**config.mk**
```make
export PLATFORM = sky130hd
export DESIGN_NAME = pcs_an_mgmt_registers
export DESIGN_NICKNAME = d
export VERILOG_FILES = /design/src/rtl/pcs_mgmt_pkg.sv /design/src/rtl/pin_sync.sv /design/src/rtl/pcs_an_mgmt_registers.sv
export SDC_FILE = /design/constraint.sdc
export NUM_CORES = 1
export LEC_CHECK = 0
export BUFFER_PORTS_ARGS = -buffer_cell sky130_fd_sc_hd__buf_2
export CORE_MARGIN = 5
export CORE_UTILIZATION = 60
export CTS_CLUSTER_SIZE = 30
export DETAILED_ROUTE_END_ITERATION = 10
export HOLD_SLACK_MARGIN = 0.05
export PLACE_DENSITY = 0.87
export SLEW_MARGIN = 10
export SYNTH_ARGS = -nofsm -noshare
export SYNTH_HDL_FRONTEND = slang
export SYNTH_SLANG_ARGS = --single-unit
```
**constraint.sdc**
```tcl
create_clock -name i_mclk -period 7 [get_ports i_mclk]
set_input_delay 1.75 -clock i_mclk [delete_from_list [all_inputs] [get_ports i_mclk]]
set_output_delay 1.75 -clock i_mclk [all_outputs]
set_load 0.05 [all_outputs]
```
**src/rtl/pcs_mgmt_pkg.sv**
```systemverilog
package pcs_mgmt_pkg;

    // Timing
    localparam int unsigned CLK_PERIOD_NS = 50;
    localparam int unsigned LINK_TIMER_NS = 10_000_000;

    // Register addresses on the management link
    localparam logic [4:0] REG_CONTROL    = 5'h00;
    localparam logic [4:0] REG_STATUS     = 5'h01;
    localparam logic [4:0] REG_ID_HIGH    = 5'h02;
    localparam logic [4:0] REG_ID_LOW     = 5'h03;
    localparam logic [4:0] REG_ADV        = 5'h04;
    localparam logic [4:0] REG_PARTNER    = 5'h05;
    localparam logic [4:0] REG_EXPANSION  = 5'h06;
    localparam logic [4:0] REG_NP_TX      = 5'h07;
    localparam logic [4:0] REG_NP_RX      = 5'h08;
    localparam logic [4:0] REG_EXT_STATUS = 5'h0f;
    localparam logic [4:0] REG_AN_INT     = 5'h10;

    // Frame opcodes
    localparam logic [1:0] OP_WRITE = 2'h1;
    localparam logic [1:0] OP_READ  = 2'h2;

    // Field positions
    localparam int CTRL_RESET_BIT      = 15;
    localparam int CTRL_LOOPBACK_BIT   = 14;
    localparam int CTRL_AN_EN_BIT      = 12;
    localparam int CTRL_PDOWN_BIT      = 11;
    localparam int CTRL_ISOLATE_BIT    = 10;
    localparam int CTRL_AN_RESTART_BIT = 9;
    localparam int STAT_AN_CPL_BIT     = 5;
    localparam int STAT_RFAULT_BIT     = 4;
    localparam int STAT_LINK_BIT       = 2;
    localparam int ADV_RF_HI_BIT       = 13;
    localparam int ADV_RF_LO_BIT       = 12;
    localparam int NP_TOGGLE_BIT       = 11;
    localparam int EXP_PAGE_RX_BIT     = 1;
    localparam int INT_STAT_BIT        = 1;
    localparam int INT_EN_BIT          = 0;

    // Fixed values, writable masks and reset values
    localparam logic [15:0] CTRL_FIXED     = 16'h0140;
    localparam logic [15:0] CTRL_WR_MASK   = 16'hde00;
    localparam logic [15:0] STAT_FIXED     = 16'h0148;
    localparam logic [15:0] ADV_WR_MASK    = 16'hb1a0;
    localparam logic [15:0] ADV_RESET      = 16'h01a0;
    localparam logic [15:0] PARTNER_MASK   = 16'hf1e0;
    localparam logic [15:0] EXP_FIXED      = 16'h0004;
    localparam logic [15:0] NP_TX_WR_MASK  = 16'hb7ff;
    localparam logic [15:0] NP_TX_RESET    = 16'h2001;
    localparam logic [15:0] NP_RX_MASK     = 16'hffff;
    localparam logic [15:0] EXT_STATUS_VAL = 16'h8000;
    localparam logic [15:0] ZERO_WORD      = 16'h0000;
    localparam logic [9:0]  ID_MODEL_REV   = 10'h000;
    localparam logic [1:0]  ADV_RF_NONE    = 2'h0;

    // Frame bit counts (last index of each phase)
    localparam logic [4:0] HDR_LAST  = 5'h0c;
    localparam logic [4:0] TA_LAST   = 5'h01;
    localparam logic [4:0] DATA_LAST = 5'h0f;
    localparam logic [4:0] SKIP_LAST = 5'h11;

    typedef enum logic [2:0] {
        MDIO_IDLE = 3'b000,
        MDIO_HDR  = 3'b001,
        MDIO_TA   = 3'b010,
        MDIO_DATA = 3'b011,
        MDIO_SKIP = 3'b100
    } mdio_state_type;

endpackage

```
**src/rtl/pin_sync.sv**
```systemverilog
`timescale 1ns/1ps

module pin_sync #(
    parameter int WIDTH = 2
) (
    input  wire logic             i_mclk,
    input  wire logic             i_rst,
    input  wire logic [WIDTH-1:0] i_async,
    output logic      [WIDTH-1:0] o_level
);

    typedef struct packed {
        logic [WIDTH-1:0] s1;
        logic [WIDTH-1:0] s2;
        logic [WIDTH-1:0] s3;
        logic [WIDTH-1:0] level;
    } sync_state_type;

    sync_state_type sync_reg;
    sync_state_type sync_next;

    always_comb begin
        sync_next    = sync_reg;
        sync_next.s1 = i_async;
        sync_next.s2 = sync_reg.s1;
        sync_next.s3 = sync_reg.s2;
        // Accept a change only once two stages agree
        for (int i = 0; i < WIDTH; i++) begin
            if (sync_reg.s2[i] == sync_reg.s3[i]) begin
                sync_next.level[i] = sync_reg.s3[i];
            end
        end
    end

    always_ff @(posedge i_mclk) begin
        if (i_rst) begin
            sync_reg <= '{default: '1};
        end else begin
            sync_reg <= sync_next;
        end
    end

    assign o_level = sync_reg.level;

endmodule

```
**src/rtl/pcs_an_mgmt_registers.sv**
```systemverilog
`timescale 1ns/1ps

// Function
// - Control bit 0.8 always reads 1, full duplex.
// - Control bit 0.7 always reads 0, collision test off.
// - Control bits 0.6 reads 1 and 0.13 reads 0, meaning 1000 Mb/s.
// - Control bits 0.5:0 read zero; writes discarded.
// - Status reports fixed abilities: 1.8, 1.6, 1.3 set, others clear.
// - Status 1.5 reads 1 once auto-negotiation completed; resets 0.
// - Status 1.4 set on remote fault, cleared by reading.
// - Status 1.2 latches low on link loss; read reloads current link.
// - Link up needs sync and, if enabled, negotiation complete.
// - Lost sync drops the link only after a full link timer.
// - Identifier registers 2 and 3 read-only; model and revision zero.
// - Pause 4.8:7 read/write reset 11; next page 4.15 reset 0.
// - Advertised fault 4.13:12 read/write; cleared on negotiation done.
// - Full duplex 4.5 read/write reset 1; other bits read zero.
// - Partner ability register 5 read-only, reset zero.
// - Expansion 6.1 set on page received, cleared on read; 6.2 is 1.
// - Next page transmit fields read/write; 7.14 reads 0; toggle 7.11 read-only.
// - Next page receive register 8 read-only, reset zero.
// - Extended status reads only 15.15 as 1.
// - Interrupt status 16.1 set on completion; cleared by writing 0 to it or by enable 16.0 at 0.
// - Interrupt status forced 0 while enable is 0.
// - Interrupt output follows 16.1; enable 16.0 resets 1.
// - Registers are reached over the serial management link.
module pcs_an_mgmt_registers
    import pcs_mgmt_pkg::*;
#(
    parameter int unsigned LINK_TIMER_CYCLES =
        (LINK_TIMER_NS + CLK_PERIOD_NS - 1) / CLK_PERIOD_NS,
    parameter logic [15:0] ID_OUI_HIGH = 16'h1234,  // arbitrary value
    parameter logic [5:0]  ID_OUI_LOW  = 6'h2a       // arbitrary value
) (
    input  wire logic        i_mclk,
    input  wire logic        i_rst,
    input  wire logic        i_mdc,
    input  wire logic        i_mdio_in,
    output logic             o_mdio_out,
    output logic             o_mdio_oe,
    input  wire logic [4:0]  i_phy_addr,
    input  wire logic        i_tie_reset,
    input  wire logic        i_tie_loopback,
    input  wire logic        i_tie_an_enable,
    input  wire logic        i_tie_power_down,
    input  wire logic        i_tie_isolate,
    input  wire logic        i_sync_ok,
    input  wire logic        i_an_complete,
    input  wire logic        i_remote_fault,
    input  wire logic        i_page_rx,
    input  wire logic        i_np_tx_sent,
    input  wire logic [15:0] i_partner_ability,
    input  wire logic [15:0] i_np_rx,
    output logic             o_loopback,
    output logic             o_an_enable,
    output logic             o_power_down,
    output logic             o_isolate,
    output logic             o_pcs_reset,
    output logic             o_an_restart,
    output logic             o_link_up,
    output logic [15:0]      o_adv_ability,
    output logic [15:0]      o_np_tx,
    output logic             o_an_interrupt_out
);

    typedef struct packed {
        mdio_state_type st;
        logic [4:0]     cnt;
        logic [11:0]    hdr;
        logic [15:0]    sh;
        logic           is_rd;
        logic [4:0]     ra;
        logic           prev_mdc;
        logic           mdio_out;
        logic           mdio_oe;
        logic [15:0]    ctrl;
        logic           link_latch;
        logic           rfault;
        logic           an_done;
        logic [15:0]    adv;
        logic [15:0]    partner;
        logic           page_rx;
        logic [15:0]    np_tx;
        logic [15:0]    np_rx;
        logic           int_stat;
        logic           int_en;
        logic           an_cpl_d;
        logic           sync_good;
        logic [23:0]    ltimer;
        logic           link_up;
    } mgmt_state_type;

    mgmt_state_type st_reg;
    mgmt_state_type st_next;
    mgmt_state_type st_rst;

    logic [1:0]  pins_s;
    logic        mdc_s;
    logic        mdio_s;
    logic        mdc_rise;
    logic [12:0] hdr_word;
    logic        frame_ok;
    logic        rd_stb;
    logic        wr_en;
    logic [15:0] wr_data;
    logic [15:0] rd_word;
    logic        an_rise;
    logic        link_ok;
    logic [15:0] tie_ctrl;

    pin_sync #(
        .WIDTH (2)
    ) u_pin_sync (
        .i_mclk  (i_mclk),
        .i_rst   (i_rst),
        .i_async ({i_mdc, i_mdio_in}),
        .o_level (pins_s)
    );

    assign mdc_s  = pins_s[1];
    assign mdio_s = pins_s[0];

    always_comb begin
        tie_ctrl                      = ZERO_WORD;
        tie_ctrl[CTRL_RESET_BIT]      = i_tie_reset;
        tie_ctrl[CTRL_LOOPBACK_BIT]   = i_tie_loopback;
        tie_ctrl[CTRL_AN_EN_BIT]      = i_tie_an_enable;
        tie_ctrl[CTRL_PDOWN_BIT]      = i_tie_power_down;
        tie_ctrl[CTRL_ISOLATE_BIT]    = i_tie_isolate;
    end

    always_comb begin
        st_rst          = '0;
        st_rst.st       = MDIO_IDLE;
        st_rst.prev_mdc = 1'b1;
        st_rst.ctrl     = tie_ctrl;
        st_rst.adv      = ADV_RESET;
        st_rst.np_tx    = NP_TX_RESET;
        st_rst.int_en   = 1'b1;
    end

    assign mdc_rise = mdc_s & ~st_reg.prev_mdc;
    assign hdr_word = {st_reg.hdr, mdio_s};
    assign frame_ok = hdr_word[12] && (hdr_word[9:5] == i_phy_addr) &&
                      (hdr_word[11:10] == OP_READ ||
                       hdr_word[11:10] == OP_WRITE);
    // Read side effects fire when the register is selected
    assign rd_stb   = mdc_rise && st_reg.st == MDIO_HDR &&
                      st_reg.cnt == HDR_LAST && frame_ok &&
                      hdr_word[11:10] == OP_READ;
    assign wr_en    = mdc_rise && st_reg.st == MDIO_DATA &&
                      !st_reg.is_rd && st_reg.cnt == DATA_LAST;
    assign wr_data  = {st_reg.sh[14:0], mdio_s};
    assign an_rise  = i_an_complete & ~st_reg.an_cpl_d;
    assign link_ok  = st_reg.sync_good &&
                      (!st_reg.ctrl[CTRL_AN_EN_BIT] || i_an_complete);

    // Read data of the addressed register
    always_comb begin
        rd_word = ZERO_WORD;
        if (hdr_word[4:0] == REG_CONTROL) begin
            rd_word = (st_reg.ctrl & CTRL_WR_MASK) | CTRL_FIXED;
        end else if (hdr_word[4:0] == REG_STATUS) begin
            rd_word                  = STAT_FIXED;
            rd_word[STAT_AN_CPL_BIT] = st_reg.an_done;
            rd_word[STAT_RFAULT_BIT] = st_reg.rfault;
            rd_word[STAT_LINK_BIT]   = st_reg.link_latch;
        end else if (hdr_word[4:0] == REG_ID_HIGH) begin
            rd_word = ID_OUI_HIGH;
        end else if (hdr_word[4:0] == REG_ID_LOW) begin
            rd_word = {ID_OUI_LOW, ID_MODEL_REV};
        end else if (hdr_word[4:0] == REG_ADV) begin
            rd_word = st_reg.adv & ADV_WR_MASK;
        end else if (hdr_word[4:0] == REG_PARTNER) begin
            rd_word = st_reg.partner;
        end else if (hdr_word[4:0] == REG_EXPANSION) begin
            rd_word                  = EXP_FIXED;
            rd_word[EXP_PAGE_RX_BIT] = st_reg.page_rx;
        end else if (hdr_word[4:0] == REG_NP_TX) begin
            rd_word = st_reg.np_tx;
        end else if (hdr_word[4:0] == REG_NP_RX) begin
            rd_word = st_reg.np_rx;
        end else if (hdr_word[4:0] == REG_EXT_STATUS) begin
            rd_word = EXT_STATUS_VAL;
        end else if (hdr_word[4:0] == REG_AN_INT) begin
            rd_word               = ZERO_WORD;
            rd_word[INT_STAT_BIT] = st_reg.int_stat;
            rd_word[INT_EN_BIT]   = st_reg.int_en;
        end
    end

    always_comb begin
        st_next          = st_reg;
        st_next.prev_mdc = mdc_s;

        // Serial management frame engine, steps on each MDC rising edge
        if (mdc_rise) begin
            case (st_reg.st)
                MDIO_IDLE: begin
                    if (!mdio_s) begin
                        st_next.st  = MDIO_HDR;
                        st_next.cnt = '0;
                        st_next.hdr = '0;
                    end
                end
                MDIO_HDR: begin
                    st_next.hdr = hdr_word[11:0];
                    st_next.cnt = st_reg.cnt + 5'h01;
                    if (st_reg.cnt == HDR_LAST) begin
                        st_next.cnt   = '0;
                        st_next.ra    = hdr_word[4:0];
                        st_next.is_rd = hdr_word[11:10] == OP_READ;
                        st_next.sh    = rd_word;
                        st_next.st    = frame_ok ? MDIO_TA : MDIO_SKIP;
                    end
                end
                MDIO_TA: begin
                    st_next.cnt = st_reg.cnt + 5'h01;
                    if (st_reg.is_rd) begin
                        st_next.mdio_oe  = 1'b1;
                        st_next.mdio_out = 1'b0;
                    end
                    if (st_reg.cnt == TA_LAST) begin
                        st_next.cnt = '0;
                        st_next.st  = MDIO_DATA;
                        if (st_reg.is_rd) begin
                            st_next.mdio_out = st_reg.sh[15];
                            st_next.sh       = {st_reg.sh[14:0], 1'b0};
                        end
                    end
                end
                MDIO_DATA: begin
                    st_next.cnt = st_reg.cnt + 5'h01;
                    if (st_reg.is_rd) begin
                        st_next.mdio_out = st_reg.sh[15];
                        st_next.sh       = {st_reg.sh[14:0], 1'b0};
                    end else begin
                        st_next.sh = wr_data;
                    end
                    if (st_reg.cnt == DATA_LAST) begin
                        st_next.st       = MDIO_IDLE;
                        st_next.mdio_oe  = 1'b0;
                        st_next.mdio_out = 1'b0;
                    end
                end
                MDIO_SKIP: begin
                    st_next.cnt = st_reg.cnt + 5'h01;
                    if (st_reg.cnt == SKIP_LAST) begin
                        st_next.st = MDIO_IDLE;
                    end
                end
                default: begin
                    st_next.st = MDIO_IDLE;
                end
            endcase
        end

        // Control: self-clearing strobes, tie reload on PCS reset
        st_next.ctrl[CTRL_RESET_BIT]      = 1'b0;
        st_next.ctrl[CTRL_AN_RESTART_BIT] = 1'b0;
        if (st_reg.ctrl[CTRL_RESET_BIT]) begin
            st_next.ctrl                 = tie_ctrl;
            st_next.ctrl[CTRL_RESET_BIT] = 1'b0;
        end
        if (wr_en && st_reg.ra == REG_CONTROL) begin
            st_next.ctrl = wr_data & CTRL_WR_MASK;
            // Power down is released only by a PCS reset
            if (st_reg.ctrl[CTRL_PDOWN_BIT] && !wr_data[CTRL_RESET_BIT]) begin
                st_next.ctrl[CTRL_PDOWN_BIT] = 1'b1;
            end
        end

        // Link qualification with link timer hold-off
        if (i_sync_ok) begin
            st_next.sync_good = 1'b1;
            st_next.ltimer    = '0;
        end else if (st_reg.sync_good) begin
            st_next.ltimer = st_reg.ltimer + 24'h000001;
            if (st_reg.ltimer == 24'(LINK_TIMER_CYCLES - 1)) begin
                st_next.sync_good = 1'b0;
                st_next.ltimer    = '0;
            end
        end
        st_next.link_up = link_ok;

        // Latching-low link status
        if (rd_stb && hdr_word[4:0] == REG_STATUS) begin
            st_next.link_latch = link_ok;
        end else if (!link_ok) begin
            st_next.link_latch = 1'b0;
        end

        st_next.an_done  = i_an_complete;
        st_next.an_cpl_d = i_an_complete;

        // Remote fault, set wins over clear-on-read
        st_next.rfault = i_remote_fault | (st_reg.rfault &
                         ~(rd_stb && hdr_word[4:0] == REG_STATUS));

        // Advertisement
        if (wr_en && st_reg.ra == REG_ADV) begin
            st_next.adv = wr_data & ADV_WR_MASK;
        end
        if (an_rise) begin
            st_next.adv[ADV_RF_HI_BIT:ADV_RF_LO_BIT] = ADV_RF_NONE;
        end

        st_next.partner = i_partner_ability & PARTNER_MASK;
        st_next.np_rx   = i_np_rx & NP_RX_MASK;

        // Page received, set wins over clear-on-read
        st_next.page_rx = i_page_rx | (st_reg.page_rx &
                          ~(rd_stb && hdr_word[4:0] == REG_EXPANSION));

        // Next page transmit; toggle kept out of writes
        if (wr_en && st_reg.ra == REG_NP_TX) begin
            st_next.np_tx = (wr_data & NP_TX_WR_MASK) |
                            (st_reg.np_tx & ~NP_TX_WR_MASK);
        end
        if (i_np_tx_sent) begin
            st_next.np_tx[NP_TOGGLE_BIT] = ~st_reg.np_tx[NP_TOGGLE_BIT];
        end

        // Interrupt control
        if (wr_en && st_reg.ra == REG_AN_INT) begin
            st_next.int_en = wr_data[INT_EN_BIT];
            if (!wr_data[INT_STAT_BIT]) begin
                st_next.int_stat = 1'b0;
            end
        end
        if (an_rise) begin
            st_next.int_stat = 1'b1;
        end
        if (!st_next.int_en) begin
            st_next.int_stat = 1'b0;
        end
    end

    always_ff @(posedge i_mclk) begin
        if (i_rst) begin
            st_reg <= st_rst;
        end else begin
            st_reg <= st_next;
        end
    end

    assign o_mdio_out         = st_reg.mdio_out;
    assign o_mdio_oe          = st_reg.mdio_oe;
    assign o_loopback         = st_reg.ctrl[CTRL_LOOPBACK_BIT];
    assign o_an_enable        = st_reg.ctrl[CTRL_AN_EN_BIT];
    assign o_power_down       = st_reg.ctrl[CTRL_PDOWN_BIT];
    assign o_isolate          = st_reg.ctrl[CTRL_ISOLATE_BIT];
    assign o_pcs_reset        = st_reg.ctrl[CTRL_RESET_BIT];
    assign o_an_restart       = st_reg.ctrl[CTRL_AN_RESTART_BIT];
    assign o_link_up          = st_reg.link_up;
    assign o_adv_ability      = st_reg.adv;
    assign o_np_tx            = st_reg.np_tx;
    assign o_an_interrupt_out = st_reg.int_stat;

endmodule

```
==> impl_metrics.py, run 1 <==
metrics = {
    "detailed_routing": {
        "drt_first_iter_violations": 666,
        "num_vias": 5933,
        "first_pass_iters": 5,
        "wl_per_cell_um": 18.4,
        "wirelength_um": 17600,
        "postRouteAntennaNets": 0,
        "viasPerCell": 6.20,
        "drc_errors": 0,
    },
    "die": {
        "die_y_um": 116,
        "core_region_area_sq_mm": 0.0110,
        "num_rows": 38,
        "fp.dieW_um": 116,
        "die-area_sq_mm": 0.0135,
        "io-pin-count": 93,
        "initial_core_util": 0.618,
    },
    "timing": {
        "worstMarginPinSlew_ns": 1.12,
        "finalCriticalPeriod_ns": 3.12,
        "fin_worst_hold_slack_ns": 0.411,
        "period_share": 0.446,
        "setup_ws_ns": 3.88,
        "fmax_ghz": 0.321,
        "skew_ns": 0.00807,
        "tns_ns": 0,
        "hold_viol": 0,
        "slew_headroom": 0.248,
        "maxSlewViolCount": 0,
        "final-setup-viol-count": 0,
        "rsz0062_at_grt": "no",
    },
    "grt": {
        "grtUsageTotal": 0.267,
        "gr-total-overflow": 0,
        "grt_pass1_wl_um": 28400,
        "met1_usage": 0.313,
        "grt_use_met2": 0.453,
        "gr-usage-met3": 0.0497,
        "grt-busiest-layer": "met2",
        "antenna_found_initial": 0,
        "grt_pass1_vias": 5712,
        "grt_max_degree": 75,
    },
    "setup_path": {
        "cp_slowest_cell": "nor4_1",
        "r2r-end": "o_np_tx[13]$_SDFFE_PP1P_",
        "endpoint": "st_reg[61]$_SDFF_PP0_",
        "crit_family": "simple AND/OR/NAND/NOR gates",
        "cp_cell_sequence": "buf_2 -> xor2_1 -> nor4_1 -> nand4_1 -> o41ai_1 -> a21oi_1",
        "crit_type": "in2reg",
        "reg2regPathDepth": 5,
        "ff2ff_setup_slack_ns": 3.98,
        "cp_data_required_time_ns": 7.27,
        "crit_path_end_kind": "register",
        "worstPathMaxFanout": 3,
        "startpoint": "i_phy_addr[4]",
        "crit_buf_inv": 1,
        "cp-start-kind": "input pin",
        "r2r_start": "st_reg[155]$_SDFFE_PP0P_",
        "path_depth": 6,
        "worstPathArrival_ns": 3.39,
        "cpPeakStageDelay_ns": 0.56,
    },
    "power": {
        "power.leakage_nw": 2.68,
        "p_total_mw": 1.82,
        "power_density_mw_per_mm2": 242,
        "vdd_drop_max_mv": 0.185,
    },
    "placement": {
        "dp_hpwl_um": 11900,
        "dpl_cell_area_sq_mm": 0.00690,
        "gp_congestion": 0.906,
        "dp_slack_ns": 3.39,
        "port_buffers": 73,
        "dp_cells": 925,
    },
    "logic_synthesis": {
        "yosysSeqAreaShare": 0.407,
        "synth_area_leader_cell": "dfxtp_1",
        "synth_cell_type_count": 72,
        "ys_ff_latch": 136,
        "synthArstFlopShare": 0,
        "synthTopCellsByArea": "dfxtp_1, nor2_1, mux2i_1",
        "synth_enable_flop_cells": 4,
        "synthCells": 786,
        "synth.top_cell.area_share": 0.389,
        "avgSynthCellArea_sq_um": 8.64,
        "synth_ff_type": "dfxtp_1",
        "syn_area_sq_mm": 0.00679,
        "yosys_warnings": 0,
    },
    "final_layout": {
        "design_area_sq_mm": 0.00754,
        "multi_input_area_sq_mm": 0.00349,
        "fillerInstances": 852,
        "layout-drive-gt1-share": 0.186,
        "largest_register_ffs": 85,
        "seq_area_sq_mm": 0.00276,
        "fin_util": 0.686,
        "final_common_cell": "dfxtp_1",
        "layout_common_cells": "dfxtp_1, nor2_1, buf_2",
        "fin_cells": 957,
        "diodes": 0,
        "area_growth_pct": 11.0,
        "nets": 861,
    },
    "status": {
        "status": "complete, no violations",
    },
    "clock_network": {
        "cts-resized-gates": 0,
        "post_cts_buffers": 0,
        "clockBufferDepth": 2,
        "cts_root_buf": "clkbuf_16",
        "clock_latency_ns": 0.42,
        "htree_levels": 4,
        "cts_buffers": 17,
        "tritoncts": "done",
        "postCtsHoldBufs": 0,
        "clkSinkCount": 136,
        "clkSlewWorstSetupHoldPaths_ns": 0.06,
    },
    "flow_run": {
        "drv_cap": 0,
    },
    "min_path": {
        "hp-class": "reg2reg",
    },
}
==> power breakdown <==
part	switching [mW]	internal (mW)	total, mW
registers	0.00989	0.793	0.803
logic	0.0553	0.0240	0.0793
clock network	0.341	0.599	0.940
==> routing by layer <==
layer	share of wire	wire length, um	vias to the layer above
met5	0	0	-
met4	0.050	876	0
met3	0.066	1170	64
met2	0.50	8870	300
met1	0.38	6710	2793
li1	-	-	2776
==> cell type report <==
class                   count  share of cell area
clock buffers              22              0.0643
well taps                 140              0.0232
flip-flops and latches    136               0.367
clock inverters            10              0.0189
repair buffers             77              0.0528
multi-input cells         551               0.464
inverters                  21              0.0105
==> synthesized netlist by cell type (6+ instances only) <==
| cell | number |
|---|---|
| nor2b_1 | 33 |
| a31oi_1 | 6 |
| buf_4 | 33 |
| dfxtp_1 | 132 |
| nor4_1 | 9 |
| nor2_1 | 82 |
| a22oi_1 | 7 |
| a211oi_2 | 11 |
| nor3_1 | 23 |
| o21ai_0 | 18 |
| clkbuf_1 | 34 |
| nand2_1 | 55 |
| inv_1 | 20 |
| a211o_1 | 8 |
| buf_2 | 13 |
| or3_1 | 8 |
| and3_1 | 6 |
| xnor2_1 | 10 |
| mux2_2 | 6 |
| or2_2 | 11 |
| nand2b_1 | 8 |
| ha_1 | 6 |
| mux2i_1 | 27 |
| xor2_1 | 13 |
| a21oi_1 | 50 |
| nand4_1 | 10 |
| nand3_1 | 49 |
==> how the worst min path moves through the flow <==
stage / startpoint / endpoint / slack (ns) / depth (start not counted)
after floorplan: u_pin_sync.sync_next[4]$_SDFF_PP1_ / u_pin_sync.sync_next[2]$_SDFF_PP1_ / 0.39 / 1
after global placement: u_pin_sync.sync_next[5]$_SDFF_PP1_ / u_pin_sync.sync_next[3]$_SDFF_PP1_ / 0.39 / 1
after detailed placement: u_pin_sync.sync_next[5]$_SDFF_PP1_ / u_pin_sync.sync_next[3]$_SDFF_PP1_ / 0.40 / 1
after CTS: u_pin_sync.sync_next[5]$_SDFF_PP1_ / u_pin_sync.sync_next[3]$_SDFF_PP1_ / 0.41 / 1
after global routing: u_pin_sync.sync_next[5]$_SDFF_PP1_ / u_pin_sync.sync_next[3]$_SDFF_PP1_ / 0.43 / 1
final: u_pin_sync.sync_next[5]$_SDFF_PP1_ / u_pin_sync.sync_next[3]$_SDFF_PP1_ / 0.41 / 1
==> cell families after synthesis <==
| logic type | Yosys count | share of synthesized area |
|---|---|---|
| multiplexers | 33 | 0.0498 |
| buffers and inverters | 109 | 0.0844 |
| adder cells (fa/ha/maj) | 6 | 0.0111 |
| XOR/XNOR | 23 | 0.0297 |
| AND/OR/NAND/NOR | 325 | 0.254 |
| other | 1 | 0.000552 |
| AO/OA/AOI/OAI | 153 | 0.164 |
| flip-flops | 136 | 0.407 |
No activity file was read; power rests on OpenSTA's default activity.
==> run 2, diff against run 1 <==
Settings changed: CORE_UTILIZATION 60 to 52, PLACE_DENSITY 0.87 to 0.8.
Clock period 7 ns to 2.54 ns, I/O delays scaled along.
==> impl_metrics.py, run 2 (synthesized netlist as in run 1, its figures left out) <==
metrics = {
    "final_layout": {
        "layout-drive-gt1-share": 0.211,
        "diodes": 0,
        "largest_register_ffs": 85,
        "final_common_cell": "dfxtp_1",
        "layout_common_cells": "dfxtp_1, nor2_1, buf_2",
        "multi_input_area_sq_mm": 0.00349,
        "fillerInstances": 1139,
        "nets": 887,
        "seq_area_sq_mm": 0.00276,
        "area_growth_pct": 15.1,
        "fin_util": 0.614,
    },
    "setup_path": {
        "worstPathMaxFanout": 5,
        "crit_type": "reg2reg",
        "crit_path_frequent_cell": "ha_1",
        "cp_slowest_cell": "dfxtp_1",
        "startpoint": "st_reg[150]$_SDFFE_PP0P_",
        "worstPathArrival_ns": 2.51,
        "cp-start-kind": "register",
        "crit_path_end_kind": "register",
        "cp_data_required_time_ns": 2.71,
        "r2r_start": "st_reg[150]$_SDFFE_PP0P_",
        "cpPeakStageDelay_ns": 0.40,
        "cp_cell_sequence": "ha_1 -> and3_1 -> ha_1 -> nand2_1 -> nor4b_2 -> and3b_2 -> mux2_2",
    },
    "detailed_routing": {
        "viasPerCell": 5.79,
        "postRouteAntennaNets": 0,
        "route.met3.wl_um": 947,
        "wl_met2_um": 8100,
        "highest_layer": "met4",
        "first_pass_iters": 6,
        "drc_errors": 0,
        "wl_met1_um": 7250,
        "wirelength_um": 16700,
        "num_vias": 5877,
        "wl_per_cell_um": 16.5,
        "drt_first_iter_violations": 703,
    },
    "die": {
        "io-pin-count": 93,
        "num_rows": 41,
        "die_y_um": 124,
        "fp.dieW_um": 124,
        "die-area_sq_mm": 0.0154,
        "initial_core_util": 0.534,
        "core_region_area_sq_mm": 0.0127,
    },
    "timing": {
        "hold_viol": 0,
        "worstMarginPinSlew_ns": 0.649,
        "skew_ns": 0.0123,
        "tns_ns": 0,
        "final-setup-viol-count": 0,
        "slew_headroom": 0.566,
        "rsz0062_at_grt": "no",
        "period_share": 0.921,
        "finalCriticalPeriod_ns": 2.34,
        "maxSlewViolCount": 0,
        "fmax_ghz": 0.427,
    },
    "clock_network": {
        "cts_buffers": 17,
        "tritoncts": "done",
        "postCtsHoldBufs": 0,
        "clkSlewWorstSetupHoldPaths_ns": 0.06,
        "post_cts_buffers": 0,
        "cts_root_buf": "clkbuf_16",
        "clockBufferDepth": 2,
        "htree_levels": 4,
        "clock_latency_ns": 0.42,
        "cts-resized-gates": 0,
        "clkSinkCount": 136,
    },
    "power": {
        "vdd_drop_max_mv": 0.585,
        "power_density_mw_per_mm2": 654,
        "power.leakage_nw": 2.83,
    },
    "grt": {
        "antenna_found_initial": 0,
        "gr-total-overflow": 0,
        "grt_pass1_wl_um": 27600,
        "grt_pass1_vias": 5532,
        "grtUsageTotal": 0.215,
        "grt_max_degree": 41,
    },
    "flow_run": {
        "drv_cap": 0,
    },
    "placement": {
        "gp_congestion": 0.932,
        "port_buffers": 73,
        "dp_hpwl_um": 11600,
    },
    "status": {
        "status": "complete, no violations",
    },
    "min_path": {
        "hp-start": "i_mdc",
        "hp-class": "in2reg",
    },
}
[run 2: changes by cell type in the layout (fill, tap and decap cells not counted), sizes merged]
cell / before / now
buf: 77 / 103
clkbuf: 22 / 19
bufinv: 3 / 5
clkinv: 5 / 6
clkinvlp: 2 / 3
inv: 21 / 20
[run 2: through the flow]
stage	area, sq um	worst slack (ns)	power [mW]	hold WS, ns	cells
2_1_floorplan	6830	0.269	2.42	0.389	796
3_3_place_gp	7160	0.174	2.48	0.392	983
3_5_place_dp	7160	0.135	2.49	0.393	983
4_1_cts	7810	0.126	5.14	0.387	1015
5_1_grt	7810	0.0110	5.27	0.401	1015
6_report	7810	0.200	5.11	0.397	1015
[run 2: routing by layer]
| layer | up-vias | global-route usage |
|---|---|---|
| li1 | 2839 | - |
| met1 | 2790 | 0.270 |
| met2 | 208 | 0.362 |
| met3 | 40 | 0.0545 |
| met4 | 0 | 0.0709 |
| met5 | - | 0 |
[run 2: area by class of cell]
| class | instances | share of cell area |
|---|---|---|
| clock buffers | 19 | 0.0567 |
| clock inverters | 13 | 0.0258 |
| inverters | 21 | 0.0101 |
| multi-input cells | 551 | 0.447 |
| flip-flops and latches | 136 | 0.354 |
| well taps | 172 | 0.0276 |
| repair buffers | 103 | 0.0791 |
[run 2: critical path: cells and delay by family (launching register included)]
kind | cells | cell delay, ns
and+or+nand+nor | 4 | 0.95
adders and majority gates | 2 | 0.39
muxes | 1 | 0.35
DFF | 1 | 0.40
[run 2: where the power goes]
part           switching [mW]  internal [mW]
clock                   0.910           1.76
combinational           0.154         0.0710
sequential             0.0296           2.19
total                    1.09           4.02
[run 2: worst paths after layout]
path / slack (ns) / depth (start not counted) / to
setup reg to reg: 0.20 / 7 / o_loopback$_DFFE_PP_
hold reg to reg: 0.41 / 1 / u_pin_sync.sync_next[2]$_SDFF_PP1_
setup / recovery: 0.20 / 7 / o_loopback$_DFFE_PP_
hold / removal: 0.40 / 2 / u_pin_sync.sync_next[5]$_SDFF_PP1_
